==> config.mk <==
export PLATFORM = sky130hd
export DESIGN_NAME = rmoc_ratio_mode_output_control
export DESIGN_NICKNAME = d
export VERILOG_FILES = /design/src/logic/rmoc_pkg.sv /design/src/logic/rmoc_ratio_mode_output_control.sv
export VERILOG_INCLUDE_DIRS = /design/src /design/src/logic
export SDC_FILE = /design/constraint.sdc
export NUM_CORES = 1
export LEC_CHECK = 0
export ABC_AREA = 1
export ABC_CLOCK_PERIOD_IN_PS = 1670
export BUFFER_PORTS_ARGS = -buffer_cell sky130_fd_sc_hd__buf_2
export CORE_ASPECT_RATIO = 0.75
export CORE_MARGIN = 2
export CORE_UTILIZATION = 42
export CTS_CLUSTER_SIZE = 16
export DETAILED_ROUTE_END_ITERATION = 8
export GPL_ROUTABILITY_DRIVEN = 0
export PLACE_DENSITY = 0.77
export SLEW_MARGIN = 10
export SYNTH_ARGS = -nofsm -noshare
export SYNTH_HDL_FRONTEND = slang
export SYNTH_SLANG_ARGS = --single-unit
==> constraint.sdc <==
create_clock -name core_clk -period 1.67 [get_ports core_clk]
set_clock_uncertainty 0.2 [all_clocks]
set_input_delay 0.334 -clock core_clk [delete_from_list [all_inputs] [get_ports core_clk]]
set_output_delay 0.334 -clock core_clk [all_outputs]
set_load 0.02 [all_outputs]
==> src/logic/rmoc_regs.svh <==
`ifndef RMOC_REGS_SVH
`define RMOC_REGS_SVH

// ----------------------------------------------------------------
// Function pin configuration codes
// ----------------------------------------------------------------
`define RMOC_FPC_SYNTH_DIS 3'h0
`define RMOC_FPC_AUX_DIS 3'h1
`define RMOC_FPC_BOTH_DIS 3'h2
`define RMOC_FPC_MANUAL_EN 3'h3
`define RMOC_FPC_RSVD_A 3'h4
`define RMOC_FPC_AUTO_OVR 3'h5
`define RMOC_FPC_RSVD_B 3'h6
`define RMOC_FPC_FORCE_AUX 3'h7

// ----------------------------------------------------------------
// Auxiliary source codes
// ----------------------------------------------------------------
`define RMOC_AUX_RSVD 2'h0
`define RMOC_AUX_REF 2'h1
`define RMOC_AUX_SYNTH 2'h2
`define RMOC_AUX_LOCK 2'h3

// ----------------------------------------------------------------
// Input rate range codes and scale shifts
// ----------------------------------------------------------------
`define RMOC_RANGE_HIGH 2'h0
`define RMOC_RANGE_MID 2'h1
`define RMOC_RANGE_LOW 2'h2
`define RMOC_SHIFT_NONE 3'h0
`define RMOC_SHIFT_HALF 3'h1
`define RMOC_SHIFT_QUARTER 3'h2
`define RMOC_MANUAL_BASE 3'h1

// ----------------------------------------------------------------
// Reset values
// ----------------------------------------------------------------
`define RMOC_RATIO_RST 32'h0000_0000
`define RMOC_MODE_RST 2'h0

`endif

==> src/logic/rmoc_pkg.sv <==
`default_nettype none

package rmoc_pkg;

    // One stored modal configuration set
    typedef struct packed {
        logic [1:0] manual_scale_select;
        logic [1:0] aux_source_select;
        logic auto_scale_enable;
    } rmoc_modal_t;

    // Global parameters, identical for every set
    typedef struct packed {
        logic unlock_pin_style;
        logic keep_output_when_unlocked;
        logic [2:0] function_pin_config;
        logic ratio_format_select;
        logic skip_tolerance_enable;
    } rmoc_global_t;

    // Reference clock disturbance reports from the loop
    typedef struct packed {
        logic discontinuity;
        logic skip_conditions_met;
        logic drift_exceeded;
        logic step_change;
    } rmoc_ref_event_t;

    typedef logic [3:0][31:0] rmoc_ratio_set_t;
    typedef rmoc_modal_t [3:0] rmoc_modal_set_t;

endpackage

`default_nettype wire

==> src/logic/rmoc_ratio_mode_output_control.sv <==
// Behaviour
// - Effective ratio is user ratio times manual and automatic factors when enabled.
// - Two set pins pick one of four user ratios and modal sets.
// - Modal fields come from the selected set; globals apply to every set.
// - Synth pin copies synthesizer clock, low while unlocked unless keep set.
// - Config 000 or 010: function pin high floats the synth pin.
// - Aux pin muxes reference clock, synth clock or lock indicator.
// - Aux source codes: 00 reserved, 01 reference, 10 synth, 11 lock.
// - Unlock pin style picks driver type and polarity of indicator.
// - Aux synth clock phase need not match the synth pin.
// - Config 001 or 010: function pin can float the aux pin.
// - Configs 000-010: function pin low enables, high disables outputs.
// - Config 011: function pin alone enables manual scaling.
// - Config 101: function pin overrides stored automatic scale enable.
// - Config 111: function pin high forces aux source to synth clock.
// - Output gating never cuts synth-derived clock periods; a reference clock on the aux pin can be cut.
// - Glitch-free only among sources 00 and 10, not gating indicator.
// - Any set pin change drops lock temporarily.
// - Function pin change under configs 011-110 drops lock.
// - Reference discontinuity drops lock unless skip tolerance applies.
// - Drift beyond 30 percent or a step change drops lock.
// - User ratio format is 12.20 or 20.12 per format select.
// - Manual codes 00-11 scale by one half down to one sixteenth.
// - Automatic factor 1, 0.5 or 0.25 by input rate range.
`timescale 1ns/1ps
`include "rmoc_regs.svh"
`default_nettype none

module rmoc_ratio_mode_output_control (
    input wire logic core_clk,
    input wire logic rst,
    input wire logic [1:0] mode_select,
    input wire logic function_pin,
    input wire rmoc_pkg::rmoc_ratio_set_t user_ratio,
    input wire rmoc_pkg::rmoc_modal_set_t modal_sets,
    input wire rmoc_pkg::rmoc_global_t global_cfg,
    input wire logic [1:0] input_rate_range,
    input wire rmoc_pkg::rmoc_ref_event_t ref_events,
    input wire logic synth_clk,
    input wire logic ref_clk,
    input wire logic pll_locked,
    output logic [31:0] effective_ratio,
    output logic ratio_high_res,
    output logic lock_drop,
    output logic synth_pin_out,
    output logic synth_pin_oe_n,
    output logic aux_pin_out,
    output logic aux_pin_oe_n
);
    import rmoc_pkg::*;

    // ----------------------------------------------------------------
    // Decode helpers
    // ----------------------------------------------------------------
    function automatic logic [2:0] auto_shift(input logic [1:0] range);
        case (range)
            `RMOC_RANGE_HIGH: auto_shift = `RMOC_SHIFT_NONE;
            `RMOC_RANGE_MID: auto_shift = `RMOC_SHIFT_HALF;
            `RMOC_RANGE_LOW: auto_shift = `RMOC_SHIFT_QUARTER;
            default: auto_shift = `RMOC_SHIFT_NONE;
        endcase
    endfunction

    function automatic logic is_cfg(input logic [2:0] cfg, input logic [2:0] code);
        is_cfg = (cfg == code);
    endfunction

    // ----------------------------------------------------------------
    // Set selection
    // ----------------------------------------------------------------
    rmoc_modal_t modal_sel;
    logic [31:0] ratio_sel;
    logic [2:0] fpc;
    logic manual_on;
    logic auto_on;
    logic [2:0] manual_amt;
    logic [2:0] auto_amt;
    logic [3:0] total_shift;
    logic synth_dis;
    logic aux_dis;
    logic [1:0] aux_src_eff;
    logic synth_gate_next;

    assign modal_sel = modal_sets[mode_select];
    assign ratio_sel = user_ratio[mode_select];
    assign fpc = global_cfg.function_pin_config;

    // ----------------------------------------------------------------
    // Effective ratio
    // ----------------------------------------------------------------
    // Reserved configs fall to the stored enables with no pin effect
    assign manual_on = is_cfg(fpc, `RMOC_FPC_MANUAL_EN) && function_pin;
    assign auto_on = is_cfg(fpc, `RMOC_FPC_AUTO_OVR) ? function_pin
                                                      : modal_sel.auto_scale_enable;
    assign manual_amt = manual_on ? ({1'b0, modal_sel.manual_scale_select} + `RMOC_MANUAL_BASE)
                                  : `RMOC_SHIFT_NONE;
    assign auto_amt = auto_on ? auto_shift(input_rate_range) : `RMOC_SHIFT_NONE;
    assign total_shift = {1'b0, manual_amt} + {1'b0, auto_amt};

    // Shifting keeps the binary point, so both formats scale alike
    always_ff @(posedge core_clk or posedge rst) begin
        if (rst) begin
            effective_ratio <= `RMOC_RATIO_RST;
            ratio_high_res <= 1'b0;
        end else begin
            effective_ratio <= ratio_sel >> total_shift;
            ratio_high_res <= global_cfg.ratio_format_select;
        end
    end

    // ----------------------------------------------------------------
    // Output disable and source selection
    // ----------------------------------------------------------------
    assign synth_dis = function_pin && (is_cfg(fpc, `RMOC_FPC_SYNTH_DIS) ||
                                        is_cfg(fpc, `RMOC_FPC_BOTH_DIS));
    assign aux_dis = function_pin && (is_cfg(fpc, `RMOC_FPC_AUX_DIS) ||
                                      is_cfg(fpc, `RMOC_FPC_BOTH_DIS));
    assign aux_src_eff = (is_cfg(fpc, `RMOC_FPC_FORCE_AUX) && function_pin) ? `RMOC_AUX_SYNTH
                                                                : modal_sel.aux_source_select;
    assign synth_gate_next = pll_locked || global_cfg.keep_output_when_unlocked;

    // ----------------------------------------------------------------
    // Gating state, updated only in the low phase of the synth clock
    // ----------------------------------------------------------------
    // Changing gates only while the clock is low means an output either
    // finishes its high half or never starts it: no runt periods
    logic synth_gate_reg;
    logic synth_dis_reg;
    logic aux_dis_reg;
    logic [1:0] aux_src_reg;

    always_ff @(posedge core_clk or posedge rst) begin
        if (rst) begin
            synth_gate_reg <= 1'b0;
            synth_dis_reg <= 1'b0;
            aux_dis_reg <= 1'b0;
            aux_src_reg <= `RMOC_AUX_RSVD;
        end else if (!synth_clk) begin
            synth_gate_reg <= synth_gate_next;
            synth_dis_reg <= synth_dis;
            aux_dis_reg <= aux_dis;
            aux_src_reg <= aux_src_eff;
        end
    end

    // ----------------------------------------------------------------
    // Synth pin
    // ----------------------------------------------------------------
    always_ff @(posedge core_clk or posedge rst) begin
        if (rst) begin
            synth_pin_out <= 1'b0;
            synth_pin_oe_n <= 1'b1;
        end else begin
            synth_pin_out <= synth_clk && synth_gate_reg;
            synth_pin_oe_n <= synth_dis_reg;
        end
    end

    // ----------------------------------------------------------------
    // Aux pin mux
    // ----------------------------------------------------------------
    // Reference source is passed as sampled: switches to or from it may glitch
    logic aux_val;
    logic aux_float;

    always_comb begin
        aux_val = 1'b0;
        aux_float = aux_dis_reg;
        case (aux_src_reg)
            `RMOC_AUX_REF: aux_val = ref_clk;
            `RMOC_AUX_SYNTH: aux_val = synth_clk && synth_gate_reg;
            `RMOC_AUX_LOCK: begin
                if (global_cfg.unlock_pin_style) begin
                    aux_val = 1'b0;
                    aux_float = aux_dis_reg || pll_locked;
                end else begin
                    aux_val = !pll_locked;
                end
            end
            default: aux_val = 1'b0;
        endcase
    end

    always_ff @(posedge core_clk or posedge rst) begin
        if (rst) begin
            aux_pin_out <= 1'b0;
            aux_pin_oe_n <= 1'b1;
        end else begin
            aux_pin_out <= aux_val;
            aux_pin_oe_n <= aux_float;
        end
    end

    // ----------------------------------------------------------------
    // Lock-drop events
    // ----------------------------------------------------------------
    // Pins are captured after reset so no spurious drop is seen at release
    logic [1:0] mode_prev_reg;
    logic fpin_prev_reg;
    logic fpin_relock;
    logic ref_drop;

    assign fpin_relock = is_cfg(fpc, `RMOC_FPC_MANUAL_EN) || is_cfg(fpc, `RMOC_FPC_RSVD_A) ||
                         is_cfg(fpc, `RMOC_FPC_AUTO_OVR) || is_cfg(fpc, `RMOC_FPC_RSVD_B);
    assign ref_drop = (ref_events.discontinuity &&
                       !(global_cfg.skip_tolerance_enable && ref_events.skip_conditions_met)) ||
                      ref_events.drift_exceeded || ref_events.step_change;

    always_ff @(posedge core_clk or posedge rst) begin
        if (rst) begin
            mode_prev_reg <= `RMOC_MODE_RST;
            fpin_prev_reg <= 1'b0;
        end else begin
            mode_prev_reg <= mode_select;
            fpin_prev_reg <= function_pin;
        end
    end

    logic armed_reg;

    always_ff @(posedge core_clk or posedge rst) begin
        if (rst) begin
            armed_reg <= 1'b0;
        end else begin
            armed_reg <= 1'b1;
        end
    end

    always_ff @(posedge core_clk or posedge rst) begin
        if (rst) begin
            lock_drop <= 1'b0;
        end else begin
            lock_drop <= ref_drop ||
                         (armed_reg && (mode_select != mode_prev_reg)) ||
                         (armed_reg && fpin_relock && (function_pin != fpin_prev_reg));
        end
    end

    // ----------------------------------------------------------------
    // Checks
    // ----------------------------------------------------------------
    a_mode_drop: assert property (@(posedge core_clk) disable iff (rst)
        armed_reg && (mode_select != mode_prev_reg) |=> lock_drop)
        else $error("set pin change did not drop lock");

    a_ref_drop: assert property (@(posedge core_clk) disable iff (rst)
        ref_events.discontinuity && !global_cfg.skip_tolerance_enable |=> lock_drop)
        else $error("reference discontinuity did not drop lock");

    a_unlock_low: assert property (@(posedge core_clk) disable iff (rst)
        !synth_clk && !pll_locked && !global_cfg.keep_output_when_unlocked
        |-> ##2 !synth_pin_out)
        else $error("synth pin toggled while unlocked");

    a_synth_float: assert property (@(posedge core_clk) disable iff (rst)
        !synth_clk && function_pin && fpc == `RMOC_FPC_SYNTH_DIS ##1 1'b1 |=> synth_pin_oe_n)
        else $error("synth pin not floated by function pin");

    a_aux_float: assert property (@(posedge core_clk) disable iff (rst)
        !synth_clk && function_pin && fpc == `RMOC_FPC_BOTH_DIS ##1 1'b1 |=> aux_pin_oe_n)
        else $error("aux pin not floated by function pin");

    a_manual_off: assert property (@(posedge core_clk) disable iff (rst)
        fpc == `RMOC_FPC_MANUAL_EN && !function_pin && !modal_sel.auto_scale_enable
        |=> effective_ratio == $past(ratio_sel))
        else $error("manual scale applied without function pin");

    a_auto_override: assert property (@(posedge core_clk) disable iff (rst)
        fpc == `RMOC_FPC_AUTO_OVR && function_pin && input_rate_range == `RMOC_RANGE_MID
        |=> effective_ratio == ($past(ratio_sel) >> 1))
        else $error("automatic override did not halve ratio");

    a_force_aux: assert property (@(posedge core_clk) disable iff (rst)
        !synth_clk && function_pin && fpc == `RMOC_FPC_FORCE_AUX |=> aux_src_reg == `RMOC_AUX_SYNTH)
        else $error("aux source not forced to synth clock");

    a_gate_low_phase: assert property (@(posedge core_clk) disable iff (rst)
        $changed(synth_gate_reg) || $changed(synth_dis_reg) |-> $past(!synth_clk))
        else $error("gate changed during high clock phase");

    a_open_drain: assert property (@(posedge core_clk) disable iff (rst)
        aux_src_reg == `RMOC_AUX_LOCK && global_cfg.unlock_pin_style |=> !aux_pin_out)
        else $error("open drain indicator drove high");

    a_fpin_drop: assert property (@(posedge core_clk) disable iff (rst)
        armed_reg && (fpc == `RMOC_FPC_MANUAL_EN || fpc == `RMOC_FPC_RSVD_A ||
        fpc == `RMOC_FPC_AUTO_OVR || fpc == `RMOC_FPC_RSVD_B) && $changed(function_pin)
        |=> lock_drop)
        else $error("function pin change did not drop lock");

    a_event_drop: assert property (@(posedge core_clk) disable iff (rst)
        ref_events.drift_exceeded || ref_events.step_change |=> lock_drop)
        else $error("reference frequency change did not drop lock");

    a_synth_enable: assert property (@(posedge core_clk) disable iff (rst)
        !synth_clk && !function_pin && fpc == `RMOC_FPC_BOTH_DIS ##1 1'b1 |=> !synth_pin_oe_n)
        else $error("synth pin not driven with function pin low");

    a_ratio_format: assert property (@(posedge core_clk) disable iff (rst)
        1'b1 |=> ratio_high_res == $past(global_cfg.ratio_format_select))
        else $error("ratio format flag does not follow the selection");

    a_manual_max: assert property (@(posedge core_clk) disable iff (rst)
        fpc == `RMOC_FPC_MANUAL_EN && function_pin && modal_sel.manual_scale_select == 2'h3 &&
        !modal_sel.auto_scale_enable |=> effective_ratio == ($past(ratio_sel) >> 4))
        else $error("manual scale code 11 did not divide by sixteen");

endmodule

`default_nettype wire

==> metrics.yaml <==
grt:
  grt_pass1_wl_um: 25000
  grt_usage_pct: 29.3
  grt_max_degree: 49
  first_global_vias: 5338
  antenna_found_initial: 1
  grt_overflow: 0
placement:
  dpl-instance-area_mm2: 0.00578
  dp_hpwl_um: 11800
  port_buffers: 206
clocking:
  htree_num_levels: 2
  clk_latency_ns: 0.29
  cts-root-buf: "clkbuf_16"
  clk_pin_slew_ns: 0.07
  cts_max_path_buffers: 2
  cts_made_buffers: 5
  cts.sinks: 47
  cts_tree: "built"
critical_path:
  cp.required_ns: 1.70
  critPathMostFrequentCell: "nand2_1"
  critical_path_class: "input port to register"
  endpoint_kind: "register"
  path_delay_family: "adder cells"
  start_kind: "input port"
  crit_slowest_cell: "fa_2"
  worstPathArrival_ns: 2.74
  cpPeakStageDelay_ns: 0.72
  crit_chain: "clkbuf_4 -> inv_4 -> o21ai_1 -> o22ai_2 -> ha_4 -> nand2_4 -> fa_2 -> clkinv_4 -> buf_4 -> o21ai_2 -> nand2_1 -> o21ai_2 -> nand2_1 -> nand2_1"
  cp.buffers_inverters: 4
  critPathMaxFanout: 7
timing:
  worst_slack_ns: -1.04
  fmax_ghz: 0.369
  setup_viol: 32
  finalMaxSlewViolations: 0
  rsz0062_at_grt: "yes"
  hold_viol: 0
  period_share_pct: 162
  fin_crit_ns: 2.71
power:
  power.internal_mw: 2.88
  p_clk_share_pct: 24.9
  swShare_pct: 38.6
  comb_power_share_pct: 45.7
  power_frac_seq_pct: 29.4
  power.total_mw: 4.68
  powerDensity_mw_per_mm2: 721
  ir_drop_mv: 0.451
  p_sw_mw: 1.81
  p_leak_nw: 3.53
flow_run:
  cap_violations: 0
yosys:
  synth_area_per_cell_um2: 5.87
  yosys_warnings: 0
  ys_seq_area_share_pct: 28.7
  syn_nets: 873
  ys.flop_type: "dfrtp_1"
  synthArstFlopShare_pct: 100
  synth_edf_count: 0
  synthCells: 700
  ys_ff_latch: 47
  synth_area_mm2: 0.00411
  synth.distinct_cells: 37
die:
  std_cell_rows: 31
  coreArea_mm2: 0.00958
  start_util_pct: 42.9
  io_pins: 207
  die_h_um: 89.7
  die_x_um: 118
  dieArea_mm2: 0.0106
layout:
  seq_area_mm2: 0.00118
  multi_input_area_mm2: 0.00300
  largest_reg_flops: 32
  fin_util_pct: 67.8
  finalInstanceArea_mm2: 0.00649
  nets: 1134
  final_common_cell: "nand2_1"
  drive_above_1_share_pct: 41.9
  final_cell_mix: "nand2_1 (287), buf_2 (204), nand3_1 (96)"
  fillCellCount: 808
  antenna_cells: 0
  syn_to_final_growth_pct: 57.9
drt:
  first_pass_iters: 6
  drc_errors: 0
  vias: 5908
  via_per_inst: 5.40
  final_antenna_net_count: 0
  routed_wl_um: 17000
  drt-initial-drc-count: 562
  wl_per_cell_um: 15.5
hold_path:
  hp-class: "input port to register"
status:
  status: "finished with violations"
  violations: "setup timing"
repair_timing:
action,in CTS,in global routing
gates cloned,1,0
endpoints found under the setup margin,32,32
setup buffers,18,2
hold buffers,2,0
pin swaps,17,17
hold endpoints to repair,9,0
resized for setup,46,56
layer usage:
metal / up-vias / global-route usage [%] / routed length (um)
li1: 2800 / - / -
met5: - / 0 / 0
met3: 93 / 5.56 / 1750
met4: 0 / 10.1 / 739
met1: 2640 / 36.5 / 6720
met2: 375 / 51.8 / 7790
tightest hold or removal path: cells and delay by family:
family,cells,cell delay [ns]
AND/OR/NAND/NOR,2,0.09
buffers and inverters,1,0.07
path summary, 6_finish.rpt:
| check | startpoint | endpoint | slack, ns | cells after the start |
|---|---|---|---|---|
| worst min register to register | synth_dis_reg | synth_pin_oe_n | 0.20 | 0 |
| min in group asynchronous | rst | synth_dis_reg | 0.33 | 3 |
| worst min-delay path | ref_events[0] | lock_drop | 0.04 | 3 |
| worst max register to register | fpin_prev_reg | lock_drop | 0.43 | 4 |
| max in group asynchronous | rst | effective_ratio[22] | 0.48 | 4 |
| worst max-delay path | mode_select[1] | effective_ratio[20] | -1.04 | 14 |
metrics by stage:
| stage | setup TNS [ns] | std cells | worst slack, ns | hold WS [ns] |
|---|---|---|---|---|
| global route | -33.41 | 1094 | -1.13 | 0.0723 |
| CTS | -28.39 | 1092 | -0.942 | 0.0454 |
| global placement | -37.98 | 1063 | -1.25 | 0.0767 |
| detailed placement | -39.80 | 1063 | -1.32 | 0.0784 |
| floorplan | -34.82 | 700 | -1.13 | 0.155 |
| finish | -30.81 | 1094 | -1.04 | 0.0440 |
synthesized netlist by cell type, types with 3 or more instances:
cell	instances	area, um^2
inv_2	4	15.0
buf_2	25	125
xnor2_1	3	26.3
ha_1	3	37.5
clkbuf_1	9	33.8
o21ai_0	48	240
inv_1	25	93.8
nand3_1	114	571
buf_1	7	26.3
nor2_1	34	128
buf_4	5	37.5
nand2_1	316	1190
a31oi_1	9	56.3
a21oi_1	12	60.1
o21ai_1	14	70.1
dfrtp_1	45	1130
logic make-up (layout without fill, tap and decap cells):
family | Yosys count | in the layout | synth area share (%)
and+or+nand+nor | 472 | 472 | 47.2
adders and majority gates | 4 | 4 | 1.40
AOI/OAI and AO/OA | 93 | 93 | 12.4
other | 1 | 1 | 0.0912
buffers and inverters | 78 | 340 | 8.70
DFF | 47 | 47 | 28.7
muxes | 1 | 1 | 0.243
xor gates and xnor gates | 4 | 4 | 1.31
cell type report:
class | instances | area share [%]
tap | 132 | 2.54
clock buffer | 5 | 1.93
clock inverter | 3 | 0.713
timing repair inverter | 1 | 0.135
timing repair buffer | 301 | 28.4
multi-input combinational | 575 | 46.2
sequential | 47 | 18.2
inverter | 30 | 1.93
power by group through the flow:
stage | clock [mW] | sequential (mW) | combinational (mW)
3_5_place_dp | 0 | 1.40 | 1.83
2_1_floorplan | 0 | 1.59 | 0.920
3_3_place_gp | 0 | 1.39 | 1.81
5_1_grt | 1.21 | 1.39 | 2.32
4_1_cts | 1.17 | 1.38 | 1.95
6_report | 1.17 | 1.38 | 2.14
No activity file was read; power rests on OpenSTA's default activity.
